## src/hw/bscu_pkg.sv

```systemverilog
// package: constants and types for the branch and skip condition unit
package bscu_pkg;
  localparam int unsigned PC_W         = 16;
  localparam int unsigned OFS_W        = 7;
  localparam int unsigned BIT_SEL_W    = 3;
  localparam int unsigned FLAG_C       = 0;
  localparam int unsigned FLAG_Z       = 1;
  localparam int unsigned FLAG_N       = 2;
  localparam logic [PC_W-1:0] PC_RESET = 16'h0000;
  localparam logic [PC_W-1:0] STEP_ONE = 16'h0001;
  localparam logic [PC_W-1:0] STEP_TWO = 16'h0002;
  localparam logic [PC_W-1:0] STEP_THR = 16'h0003;
  localparam logic [1:0] CYC_ONE       = 2'h1;
  localparam logic [1:0] CYC_NONE      = 2'h0;
  localparam logic [1:0] CYC_TWO       = 2'h2;
  localparam logic [7:0] FLAGS_RESET   = 8'h00;

  typedef enum logic [3:0] {
    BSCU_OP_NONE       = 4'h0,
    BSCU_OP_SKIP_REG   = 4'h1,
    BSCU_OP_SKIP_IOCLR = 4'h2,
    BSCU_OP_SKIP_IOSET = 4'h3,
    BSCU_OP_BR_SET     = 4'h4,
    BSCU_OP_BR_CLR     = 4'h5,
    BSCU_OP_BR_EQ      = 4'h6,
    BSCU_OP_BR_NE      = 4'h7,
    BSCU_OP_BR_CS      = 4'h8,
    BSCU_OP_BR_CC      = 4'h9,
    BSCU_OP_BR_SH      = 4'hA,
    BSCU_OP_BR_LO      = 4'hB,
    BSCU_OP_BR_MI      = 4'hC,
    BSCU_OP_BR_PL      = 4'hD
  } bscu_op_t;

  typedef enum logic [2:0] {
    BSCU_ST_IDLE  = 3'b001,
    BSCU_ST_EXTRA = 3'b010,
    BSCU_ST_DONE  = 3'b100
  } bscu_state_t;
endpackage

```

## src/hw/bscu_cond_if.sv

```systemverilog
// interface: condition request and verdict between evaluator and sequencer
`timescale 1ns/10ps
interface bscu_cond_if;
  logic                          valid;
  bscu_pkg::bscu_op_t            op;
  logic [7:0]                    operand;
  logic [bscu_pkg::BIT_SEL_W-1:0] bit_sel;
  logic [7:0]                    status_flags_reg;
  logic                          taken;
  logic                          is_skip;
  modport src (output valid, op, operand, bit_sel, status_flags_reg);
  modport eval (input valid, op, operand, bit_sel, status_flags_reg, output taken, is_skip);
  modport sink (input valid, op, taken, is_skip);
endinterface

```

## src/hw/bscu_cond_eval.sv

```systemverilog
// module: combinational condition test for skips and branches
`timescale 1ns/10ps
module bscu_cond_eval (
  // condition channel
  bscu_cond_if.eval c
);
  logic sel_bit;
  logic st_bit;
  assign sel_bit = c.operand[c.bit_sel];
  assign st_bit  = c.status_flags_reg[c.bit_sel];

  always_comb begin
    c.taken   = 1'b0;
    c.is_skip = 1'b0;
    case (c.op)
      bscu_pkg::BSCU_OP_SKIP_REG: begin
        c.is_skip = 1'b1;
        c.taken   = sel_bit;
      end
      bscu_pkg::BSCU_OP_SKIP_IOCLR: begin
        c.is_skip = 1'b1;
        c.taken   = ~sel_bit;
      end
      bscu_pkg::BSCU_OP_SKIP_IOSET: begin
        c.is_skip = 1'b1;
        c.taken   = sel_bit;
      end
      bscu_pkg::BSCU_OP_BR_SET: c.taken = st_bit;
      bscu_pkg::BSCU_OP_BR_CLR: c.taken = ~st_bit;
      bscu_pkg::BSCU_OP_BR_EQ:  c.taken = c.status_flags_reg[bscu_pkg::FLAG_Z];
      bscu_pkg::BSCU_OP_BR_NE:  c.taken = ~c.status_flags_reg[bscu_pkg::FLAG_Z];
      bscu_pkg::BSCU_OP_BR_CS:  c.taken = c.status_flags_reg[bscu_pkg::FLAG_C];
      bscu_pkg::BSCU_OP_BR_CC:  c.taken = ~c.status_flags_reg[bscu_pkg::FLAG_C];
      bscu_pkg::BSCU_OP_BR_SH:  c.taken = ~c.status_flags_reg[bscu_pkg::FLAG_C];
      bscu_pkg::BSCU_OP_BR_LO:  c.taken = c.status_flags_reg[bscu_pkg::FLAG_C];
      bscu_pkg::BSCU_OP_BR_MI:  c.taken = c.status_flags_reg[bscu_pkg::FLAG_N];
      bscu_pkg::BSCU_OP_BR_PL:  c.taken = ~c.status_flags_reg[bscu_pkg::FLAG_N];
      default: begin
        c.taken   = 1'b0;
        c.is_skip = 1'b0;
      end
    endcase
    // no verdict without an accepted issue
    if (!c.valid) begin
      c.taken = 1'b0;
    end
  end
endmodule

```

## src/hw/bscu_core.sv

```systemverilog
// module: branch and skip condition unit, program counter update and stall
// Behaviour
// - register bit set skips next instruction
// - io bit clear skips next instruction
// - io bit set skips next instruction
// - selected status bit set branches
// - selected status bit clear branches
// - zero flag set branches
// - zero flag clear branches
// - carry flag set branches
// - carry flag clear branches
// - same or higher equals carry clear
// - lower equals carry set
// - negative flag set branches
// - negative flag clear branches
// - status flags never modified here
`timescale 1ns/10ps
module bscu_core (
  // clock and reset
  input  wire logic                           core_clk,
  input  wire logic                           rst,
  // instruction issue
  input  wire logic                           issue_valid,
  input  wire bscu_pkg::bscu_op_t             issue_op,
  input  wire logic [7:0]                     operand,
  input  wire logic [bscu_pkg::BIT_SEL_W-1:0] bit_sel,
  input  wire logic [bscu_pkg::OFS_W-1:0]     branch_offset,
  input  wire logic                           next_is_two_word,
  input  wire logic [7:0]                     status_flags_in,
  // results
  output logic [bscu_pkg::PC_W-1:0]           program_counter,
  output logic                                busy,
  output logic                                done,
  output logic                                taken,
  output logic [7:0]                          status_flags_out
);
  bscu_cond_if cif ();

  bscu_pkg::bscu_state_t state_q;
  logic [bscu_pkg::PC_W-1:0] pc_q;
  logic [bscu_pkg::PC_W-1:0] pc_d;
  logic [1:0]                extra_q;
  logic [1:0]                extra_d;
  logic                      busy_q;
  logic                      done_q;
  logic                      taken_q;
  logic [7:0]                flags_q;
  logic                      accept;
  logic [bscu_pkg::PC_W-1:0] ofs_ext;

  assign accept                = issue_valid && (state_q == bscu_pkg::BSCU_ST_IDLE);
  assign cif.valid             = accept;
  assign cif.op                = issue_op;
  assign cif.operand           = operand;
  assign cif.bit_sel           = bit_sel;
  assign cif.status_flags_reg  = status_flags_in;

  bscu_cond_eval u_eval (
    .c (cif.eval)
  );

  // sign extend the word offset
  assign ofs_ext = {{(bscu_pkg::PC_W-bscu_pkg::OFS_W){branch_offset[bscu_pkg::OFS_W-1]}},
                    branch_offset};

  ////////////////////////////////////////////////////////////////////////////
  always_comb begin
    pc_d    = pc_q + bscu_pkg::STEP_ONE;
    extra_d = bscu_pkg::CYC_NONE;
    if (cif.taken) begin
      if (cif.is_skip) begin
        // skipped word count sets both step and extra cycles
        if (next_is_two_word) begin
          pc_d    = pc_q + bscu_pkg::STEP_THR;
          extra_d = bscu_pkg::CYC_TWO;
        end else begin
          pc_d    = pc_q + bscu_pkg::STEP_TWO;
          extra_d = bscu_pkg::CYC_ONE;
        end
      end else begin
        pc_d    = pc_q + ofs_ext + bscu_pkg::STEP_ONE;
        extra_d = bscu_pkg::CYC_ONE;
      end
    end
  end

  ////////////////////////////////////////////////////////////////////////////
  always_ff @(posedge core_clk) begin
    if (rst) begin
      pc_q <= bscu_pkg::PC_RESET;
    end else if (accept) begin
      pc_q <= pc_d;
    end
  end

  always_ff @(posedge core_clk) begin
    if (rst) begin
      state_q <= bscu_pkg::BSCU_ST_IDLE;
      extra_q <= bscu_pkg::CYC_NONE;
    end else begin
      case (state_q)
        bscu_pkg::BSCU_ST_IDLE: begin
          if (accept) begin
            if (extra_d != bscu_pkg::CYC_NONE) begin
              state_q <= bscu_pkg::BSCU_ST_EXTRA;
              extra_q <= extra_d;
            end else begin
              state_q <= bscu_pkg::BSCU_ST_DONE;
            end
          end
        end
        bscu_pkg::BSCU_ST_EXTRA: begin
          extra_q <= extra_q - bscu_pkg::CYC_ONE;
          if (extra_q == bscu_pkg::CYC_ONE) begin
            state_q <= bscu_pkg::BSCU_ST_DONE;
          end
        end
        bscu_pkg::BSCU_ST_DONE: begin
          state_q <= bscu_pkg::BSCU_ST_IDLE;
        end
        default: begin
          state_q <= bscu_pkg::BSCU_ST_IDLE;
        end
      endcase
    end
  end

  always_ff @(posedge core_clk) begin
    if (rst) begin
      taken_q <= 1'b0;
    end else if (accept) begin
      taken_q <= cif.taken;
    end
  end

  always_ff @(posedge core_clk) begin
    if (rst) begin
      busy_q <= 1'b0;
      done_q <= 1'b0;
    end else begin
      busy_q <= accept || (state_q == bscu_pkg::BSCU_ST_EXTRA && extra_q != bscu_pkg::CYC_ONE);
      done_q <= (accept && extra_d == bscu_pkg::CYC_NONE) ||
                (state_q == bscu_pkg::BSCU_ST_EXTRA && extra_q == bscu_pkg::CYC_ONE);
    end
  end

  // flags pass through untouched
  always_ff @(posedge core_clk) begin
    if (rst) begin
      flags_q <= bscu_pkg::FLAGS_RESET;
    end else begin
      flags_q <= status_flags_in;
    end
  end

  assign program_counter  = pc_q;
  assign busy             = busy_q;
  assign done             = done_q;
  assign taken            = taken_q;
  assign status_flags_out = flags_q;
endmodule

```

## config.mk

```make
export PLATFORM = sky130hd
export DESIGN_NAME = bscu_core
export DESIGN_NICKNAME = d
export VERILOG_FILES = /design/src/hw/bscu_pkg.sv /design/src/hw/bscu_cond_if.sv /design/src/hw/bscu_cond_eval.sv /design/src/hw/bscu_core.sv
export SDC_FILE = /design/constraint.sdc
export NUM_CORES = 1
export LEC_CHECK = 0
export BUFFER_PORTS_ARGS = -buffer_cell sky130_fd_sc_hd__buf_2
export CAP_MARGIN = 15
export CELL_PAD_IN_SITES_DETAIL_PLACEMENT = 0
export CELL_PAD_IN_SITES_GLOBAL_PLACEMENT = 1
export CORE_UTILIZATION = 30
export CTS_CLUSTER_SIZE = 25
export DETAILED_ROUTE_END_ITERATION = 8
export GPL_TIMING_DRIVEN = 0
export PLACE_DENSITY_LB_ADDON = 0.3
export SLEW_MARGIN = 20
export SYNTH_ARGS = -nofsm -noshare
export SYNTH_HDL_FRONTEND = slang
export SYNTH_SLANG_ARGS = --single-unit
```

## constraint.sdc

```tcl
create_clock -name core_clk -period 3.7 [get_ports core_clk]
set_clock_uncertainty 0.1 [all_clocks]
set_input_delay 0 -clock core_clk [delete_from_list [all_inputs] [get_ports core_clk]]
set_output_delay 0 -clock core_clk [all_outputs]
set_load 0.02 [all_outputs]
```

==> Word-level counts from Yosys, hierarchy flattened <==
Index checks and enable logic that the tools add are counted.
Widths: inputs -> output; s select.
{ "classes": {"n_addsub": 6, "magnitude_cmp": 1, "n_eq_ne": 20, "muxes": 20, "bitwise_logic": 5, "n_reduce_logical": 15} }
{ "op_table": {"columns": ["cell", "count"], "rows": [
  ["$mux 16", 3],
  ["$add 16x1->16 const B", 2],
  ["$add 16x2->16 const B", 2],
  ["$eq 4x4->1 const B", 6],
  ["$add 16x16->16", 1],
  ["$eq 4x3->1 const B", 4],
  ["$mux 2", 5],
  ["$pmux 1 s10", 1],
  ["$mux 3", 3],
  ["$eq 4x2->1 const B", 2],
  ["$bmux 1 s3", 2],
  ["$pmux 3 s2", 1],
  ["$reduce_or 2->1", 3],
  ["$not 1->1", 5],
  ["$eq 4x1->1 const B", 1],
  ["$logic_and 1x1->1", 4],
  ["$lt 3x4->1 const B", 1],
  ["$mux 1", 4],
  ["$ne 2x1->1 const B", 2],
  ["$ne 2x2->1 const B", 2],
  ["$pmux 2 s2", 1],
  ["$reduce_bool 2->1", 2],
  ["$eq 3x1->1 const B", 1],
  ["$eq 3x2->1 const B", 1],
  ["other kinds (7)", 8]
]} }
{ "word_totals": {"ff_bits": 32, "in_bits": 34, "out_inout_bits": 27, "wordCells": 74} }

==> Longest topological paths before layout <==
Gate-level depths: netlist of the first run.
{ "logic_depth": {"ltp_word": 10, "depth_mapped": 10, "ltp_nobuf": 10} }

==> Hierarchy <==
Synthesis of the first run repeated with hierarchy kept, for this count alone.
{ "unflattened": {"hier_cells": 391, "hier_area_um2": 3098.0} }
{ "by_module_without_submodules": {"columns": ["mod", "n_inst", "cells_per_inst", "area_each_um2", "seq_area_each_um2"], "rows": [
  ["bscu_core", 1, 356, 2782.7, 640.6],
  ["bscu_cond_eval", 1, 35, 315.3, 0.0]
]} }

==> Worst setup path before layout of the first run <==
No wires, ideal clock.
{ "synth_timing": {"path_type": "register -> register", "start": "register pc_q, in the netlist program_counter[10]", "end": "register pc_q, in the netlist program_counter[15]", "setup_ns": 0.123, "t_arrival_ns": 2.512, "required_time_ns": 3.477, "slack_ns": 0.965, "path_stages_with_launch": 9, "n_path_buf": 0, "synth_period_minus_slack_ns": 2.735, "cell_sequence": "dfxtp_1 > ha_1 > a21o_1 > o21bai_1 > or3_1 > o22ai_1 > mux2_2 > o22ai_1 > mux2_1"} }
{ "synth_via": {"elab_chain_cells": 4, "elab_cells_between_ends": 8, "classes_between": "5 x add/sub; 3 x mux"} }
{ "synth_lines": {"columns": ["item", "line", "rtl"], "rows": [
  ["start, declared", "bscu_core.sv:40", "logic [bscu_pkg::PC_W-1:0] pc_q;"],
  ["start signal, assigned", "bscu_core.sv:90", "pc_q <= bscu_pkg::PC_RESET;"],
  ["start signal, assigned", "bscu_core.sv:92", "pc_q <= pc_d;"],
  ["$add 16x16->16, or another cell as far along", "bscu_core.sv:81", "pc_d = pc_q + ofs_ext + bscu_pkg::STEP_ONE;"],
  ["$add 16x1->16 or $mux 16 (tied branches)", "bscu_core.sv:81, bscu_core.sv:73", null],
  ["$mux 16", "bscu_core.sv:71", "if (cif.is_skip) begin"],
  ["$mux 16 *", "bscu_core.sv:70", "if (cif.taken) begin"]
]} }
Mark *: on every way between the ends. The rest lies on a longest branch, timed or not.
A chain may end at the register's enable or synchronous reset.

==> Worst setup path in the final report of the first run <==
{ "layout_timing": {"start": "register pc_q, in the netlist program_counter[4]", "end": "register pc_q, in the netlist program_counter[12]"} }
The elaborated chain is that of the path after synthesis.

==> reports/results.tsv, run 1 <==
metric	value	unit
cp_num_buf_inv	0	
initial_core_util	30.8	%
cp_max_fo	5	
avgRoutedWirePerCell	15.5	um
wirelength	9070	um
path_common_cell	a21oi_1	
antenna_cells	0	
worst_slew_pin_slew	0.736	ns
detail-route-antenna-nets	0	
whs_path_depth	3	
cts_tree	yes	
tns	0	ns
cp.required	3.79	ns
slowest_stage	a2111oi_1	
drc_errors	0	
synth-async-reset-ratio	0	%
drt_pass1_iterations	5	
via_per_inst	5.32	
grt_pass1_vias	2806	
numClockSinks	32	
power_density	330	nW/um2
worstSkewPairLatency	0.29	ns
fmax	322	MHz
synth-edff-count	0	
synth.cell_area	3010	um2
finalSetupViolCount	0	
yosysSeqAreaShare	21.3	%
final.min_clock_period	3.11	ns
cp.depth	8	
syn_area_per_cell	7.91	um2
relSlewSlack	50.7	%
finalMaxSlewViolations	0	
ir_drop	0.144	mV
cts_setup_buffers	0	
critPathMaxStageDelay	0.66	ns
final_nets	507	
grt_pass1_wl	14200	um
fin_util	37.4	%
clockRootBuffer	clkbuf_8	
die_width	102	um
synth-seq-cells	32	
status	finished, final reports clean	
cts_resized	0	
crit_family	compound AO/OA/AOI/OAI gates	
htreeDepth	2	
num_io_pins	61	
netlist.area_leader.share	21.3	%
ff2ff_path_depth	8	
drt_iter0_markers	166	
grt-ovfl-total	0	
start_kind	register	
vias	3117	
cts_buffer_depth	2	
cts_buffers	5	
antenna_found_initial	0	
finalCritPeriodShare	84.0	%
holdBufCountCts	9	
synth_flop_cell	dfxtp_1	
finalHoldViolCount	0	
num_rows	36	
end_kind	register	
yosysWarnings	0	
crit_type	reg2reg	
coreArea	9770	um2
cap_viol_max_count	0	
synthDistinctLibCells	64	
syn-num-nets	436	
leakage	0.00148	uW
crit_chain	ha_1, a21o_1, a2111oi_1, a21oi_1, o41ai_1, xnor2_1, a21oi_1, a211oi_1	
rsz0062_at_grt	no	
gp_congestion	0.764	
syn_to_final_growth	21.4	%
drive_gt1_share	18.1	%
synth.largest_area_cell	dfxtp_1	
clkTransAtPathRegs	0.07	ns
grt_max_degree	14	
die_h	102	um
synth_cells	381	
track_usage	17.5	%
synthTopCellsByArea	dfxtp_1 21%, ha_1 8.3%, xnor2_1 5.8%, a21oi_1 5.3%, nand2_1 3.9%	
portBuffers	55	
post-dp-hpwl	6750	um
worst_slack	0.593	ns
worstHoldPathType	in2reg	
post-place-ws	0.670	ns
arrival	3.19	ns
die_area	10500	um2
synth_stat cells, types with 3 or more instances:
| cell | count |
|---|---|
| o22ai_1 | 3 |
| xnor2_1 | 20 |
| a21o_1 | 8 |
| buf_6 | 3 |
| or3_1 | 8 |
| nand3_1 | 10 |
| ha_1 | 20 |
| buf_2 | 3 |
| and3_1 | 6 |
| a31oi_1 | 7 |
| nand2_1 | 31 |
| nor2_1 | 30 |
| clkbuf_1 | 16 |
| a211oi_1 | 6 |
| nor3_1 | 10 |
| o211ai_1 | 5 |
| nor4_1 | 3 |
| xor2_1 | 6 |
| o21a_1 | 6 |
| inv_1 | 7 |
| o2111ai_1 | 4 |
| a21oi_1 | 32 |
| dfxtp_1 | 32 |
| o21ai_0 | 19 |
| nor2b_1 | 17 |
| nand2b_1 | 6 |
| nand4_1 | 8 |
| mux2i_1 | 4 |
| nand3b_1 | 4 |
routing by layer:
| layer | routed length [um] | track usage, % | part of all wire [%] | up-vias |
|---|---|---|---|---|
| li1 | - | - | - | 1560 |
| met1 | 4330 | 24.1 | 48 | 1481 |
| met2 | 4290 | 28.7 | 47 | 65 |
| met3 | 318 | 2.19 | 3.5 | 11 |
| met4 | 136 | 4.84 | 1.5 | 0 |
| met5 | 0 | 0 | 0 | - |
sequential cells by signal (all words and copies together), names as in the netlist:
signal and count:
done 1, taken 1, state_q 3, extra_q 2, busy 1, program_counter 16
status_flags_out 8
path summary, 6_finish.rpt:
path,from,end,slack (ns)
setup / recovery,program_counter[4],program_counter[12],0.59
hold / removal,issue_valid,state_q[0],0.04
setup reg to reg,program_counter[4],program_counter[12],0.59
hold reg to reg,extra_q[1],extra_q[1],0.36
layout by cell type (no fill, tap or decap), types with 4 or more instances in the layout:
cell type      count
dfxtp_1           32
nand2_1           31
dlygate4sd3_1      9
o21ai_0           19
nand3b_1           4
xnor2_1           20
ha_1              20
o2111ai_1          4
nor3_1             9
a21o_1             8
and3_1             6
o211ai_1           5
inv_1              7
a211oi_1           6
o21a_1             6
nand3_1           10
clkbuf_1          17
nand2b_1           6
a31oi_1            7
xor2_1             6
nand4_1            8
clkbuf_8           5
mux2i_1            4
nor2_1            30
a21oi_1           32
buf_2             58
nor2b_1           17
or3_1              8
where the power goes:
part | switching, uW | leakage [uW] | internal (uW) | total, uW
clock | 136 | 0.0000552 | 200 | 336
sequential | 32.7 | 0.000263 | 374 | 406
combinational | 268 | 0.00117 | 196 | 464
per-stage QoR:
stage               cell area, um2  power (uW)  hold slack (ns)  cells
finish                        3660        1210           0.0351    586
global route                  3660        1290           0.0549    586
CTS                           3650        1220           0.0313    586
detailed placement            3460         869            0.129    569
global placement              3460         865            0.128    569
floorplan                     3010         739           0.0282    381
cell type report:
cell class | count | area (um2)
Sequential cell | 32 | 641
Multi-Input combinational cell | 318 | 2240
Tap cell | 133 | 166
Clock inverter | 2 | 35.0
Fill cell | 1072 | 6120
Clock buffer | 6 | 72.6
Timing Repair Buffer | 64 | 365
Buffer | 24 | 116
Inverter | 7 | 26.3
logic make-up after synthesis:
family,after synthesis,share of synthesized area [%]
flip-flops,32,21.3
multiplexers,11,5.69
AND/OR/NAND/NOR,145,25.2
XOR/XNOR,26,7.56
adder cells (fa/ha/maj),21,8.97
buffers and inverters,31,4.73
AO/OA/AOI/OAI,115,26.6
worst register-to-register path, stage by stage, from the launching register on:
cell       delay [ns]
dfxtp_1          0.44
ha_1             0.33
a21o_1           0.23
a2111oi_1        0.66
a21oi_1          0.29
o41ai_1          0.40
xnor2_1          0.21
a21oi_1          0.10
a211oi_1         0.25
Note: power is estimated with default switching activity, not from simulation.
==> inputs of run 2 (changes only) <==
- clock period: 3.7 -> 2.6 ns (I/O delays scaled with it)
==> reports/results.tsv, run 2 (synthesis results as in run 1) <==
metric	value	unit	change
status	finished, final reports clean		
detail-route-antenna-nets	0		unchanged
initial_core_util	30.8	%	unchanged
cp.required	2.68	ns	-1.11 ns
finalSetupViolCount	0		unchanged
antenna_found_initial	0		unchanged
grt-ovfl-total	0		unchanged
antenna_cells	0		unchanged
cts_buffers	5		unchanged
avgRoutedWirePerCell	15.8	um	+2.0%
relSlewSlack	52.4	%	+1.7 points
power_density	461	nW/um2	+40%
dpl_cell_area	3470	um2	+0.33%
finalHoldViolCount	0		unchanged
start_kind	register		
coreArea	9770	um2	unchanged
portBuffers	55		unchanged
die_width	102	um	unchanged
fmax	395	MHz	+23%
drc_errors	0		unchanged
crit_chain	ha_4, a21o_1, o21bai_2, or3_4, o22ai_4, mux2_4, o22ai_4, mux2_4		
crit_type	reg2reg		
post-dp-hpwl	6770	um	+0.31%
mostFrequentLayoutCells	58 x buf_2, 31 x nand2_1, 30 x nor2_1, 30 x a21oi_1, 25 x dfxtp_1		
grt_pass1_wl	15100	um	+6.5%
ir_drop	0.191	mV	+33%
num_rows	36		unchanged
rsz0062_at_grt	no		
die_h	102	um	unchanged
largest_reg_flops	16		unchanged
grt_pass1_vias	2984		+6.3%
wirelength	9380	um	+3.4%
numClockSinks	32		unchanged
drt_pass1_iterations	4		-1
drt_iter0_markers	146		-12%
final_nets	515		+1.6%
worstSkewPairLatency	0.29	ns	about the same
fin_util	40.5	%	+3.1 points
num_io_pins	61		unchanged
vias	3116		-0.032%
arrival	2.61	ns	-0.58 ns
grt_max_degree	14		unchanged
slowest_stage	dfxtp_4		
clockRootBuffer	clkbuf_8		
worstHoldPathType	in2reg		
syn_to_final_growth	31.3	%	
cp_max_fo	6		+1
die_area	10500	um2	unchanged
fin_area	3960	um2	+8.2%
worst_slew_pin_slew	0.714	ns	-0.0216 ns
finalCritPeriodShare	97.4	%	+13 points
cts_tree	yes		
n_fill_cell	1031		-3.8%
final_common_cell	buf_2		
via_per_inst	5.25		-1.4%
end_kind	register		
cts_buffer_depth	2		unchanged
leakage	0.00157	uW	+5.6%
finalMaxSlewViolations	0		unchanged
cap_viol_max_count	0		unchanged
track_usage	18.7	%	+1.2 points
final.min_clock_period	2.53	ns	-0.573 ns
drive_gt1_share	26.2	%	+8.1 points
gp_congestion	0.789		+3.3%
rrSetupSlack	0.07	ns	-0.53 ns
clkTransAtPathRegs	0.08	ns	about the same
critPathMaxStageDelay	0.36	ns	-0.30 ns
htreeDepth	2		unchanged
## run 2: routing by layer
| metal | vias to the layer above | wire length, um | GRT usage [%] |
|---|---|---|---|
| met2 | 59 | 4610 | 31.2 |
| met1 | 1480 | 4470 | 25.2 |
| met5 | - | 0 | 0 |
| li1 | 1575 | - | - |
| met4 | 0 | 21 | 5.27 |
| met3 | 2 | 284 | 2.67 |
## run 2: metrics by stage
step | setup TNS [ns] | cells | hold slack (ns) | setup slack [ns] | total power (uW)
2_1_floorplan | -0.00614 | 381 | 0.0282 | -0.00614 | 1060
3_3_place_gp | -0.988 | 569 | 0.131 | -0.380 | 1240
3_5_place_dp | -1.06 | 569 | 0.132 | -0.375 | 1240
4_1_cts | 0 | 591 | 0.0197 | 0.00945 | 1810
5_1_grt | 0 | 594 | 0.0517 | 0.0125 | 1940
6_report | 0 | 594 | 0.0189 | 0.0667 | 1830
## run 2: path summary, 6_finish.rpt
kind                             from                  end  depth (start not counted)
setup / recovery  program_counter[10]  program_counter[15]                          8
hold / removal            issue_valid           state_q[0]                          3
setup reg to reg  program_counter[10]  program_counter[15]                          8
hold reg to reg            extra_q[1]           extra_q[1]                          2
## run 2: final cells by class
type                            instances  area (um2)  area share (%)
Multi-Input combinational cell        318        2440            61.7
Sequential cell                        32         664            16.8
Timing Repair Buffer                   73         433            10.9
Tap cell                              133         166            4.20
Buffer                                 23         114            2.88
Clock buffer                            5        68.8            1.74
Clock inverter                          3        42.5            1.07
Inverter                                7        26.3           0.664
## run 2: timing repair
item	in CTS	in global routing
resized for setup	25	17
endpoints found under the setup margin	7	6
pin swaps	5	5
hold buffers	9	0
hold endpoints to repair	11	0
buffers inserted	6	3
## run 2: critical path: cells and delay by family (launching register included)
| kind | cells | cell delay, ns |
|---|---|---|
| adder cells (fa/ha/maj) | 1 | 0.23 |
| multiplexers | 2 | 0.65 |
| AND/OR/NAND/NOR | 1 | 0.35 |
| flip-flops | 1 | 0.36 |
| AO/OA/AOI/OAI | 4 | 0.73 |
## run 2: power by group
part	internal, uW	switching, uW	total [uW]	leakage [uW]
combinational	333	422	755	0.00124
clock	284	210	494	0.0000541
sequential	533	44.4	577	0.000268
total	1150	677	1830	0.00157
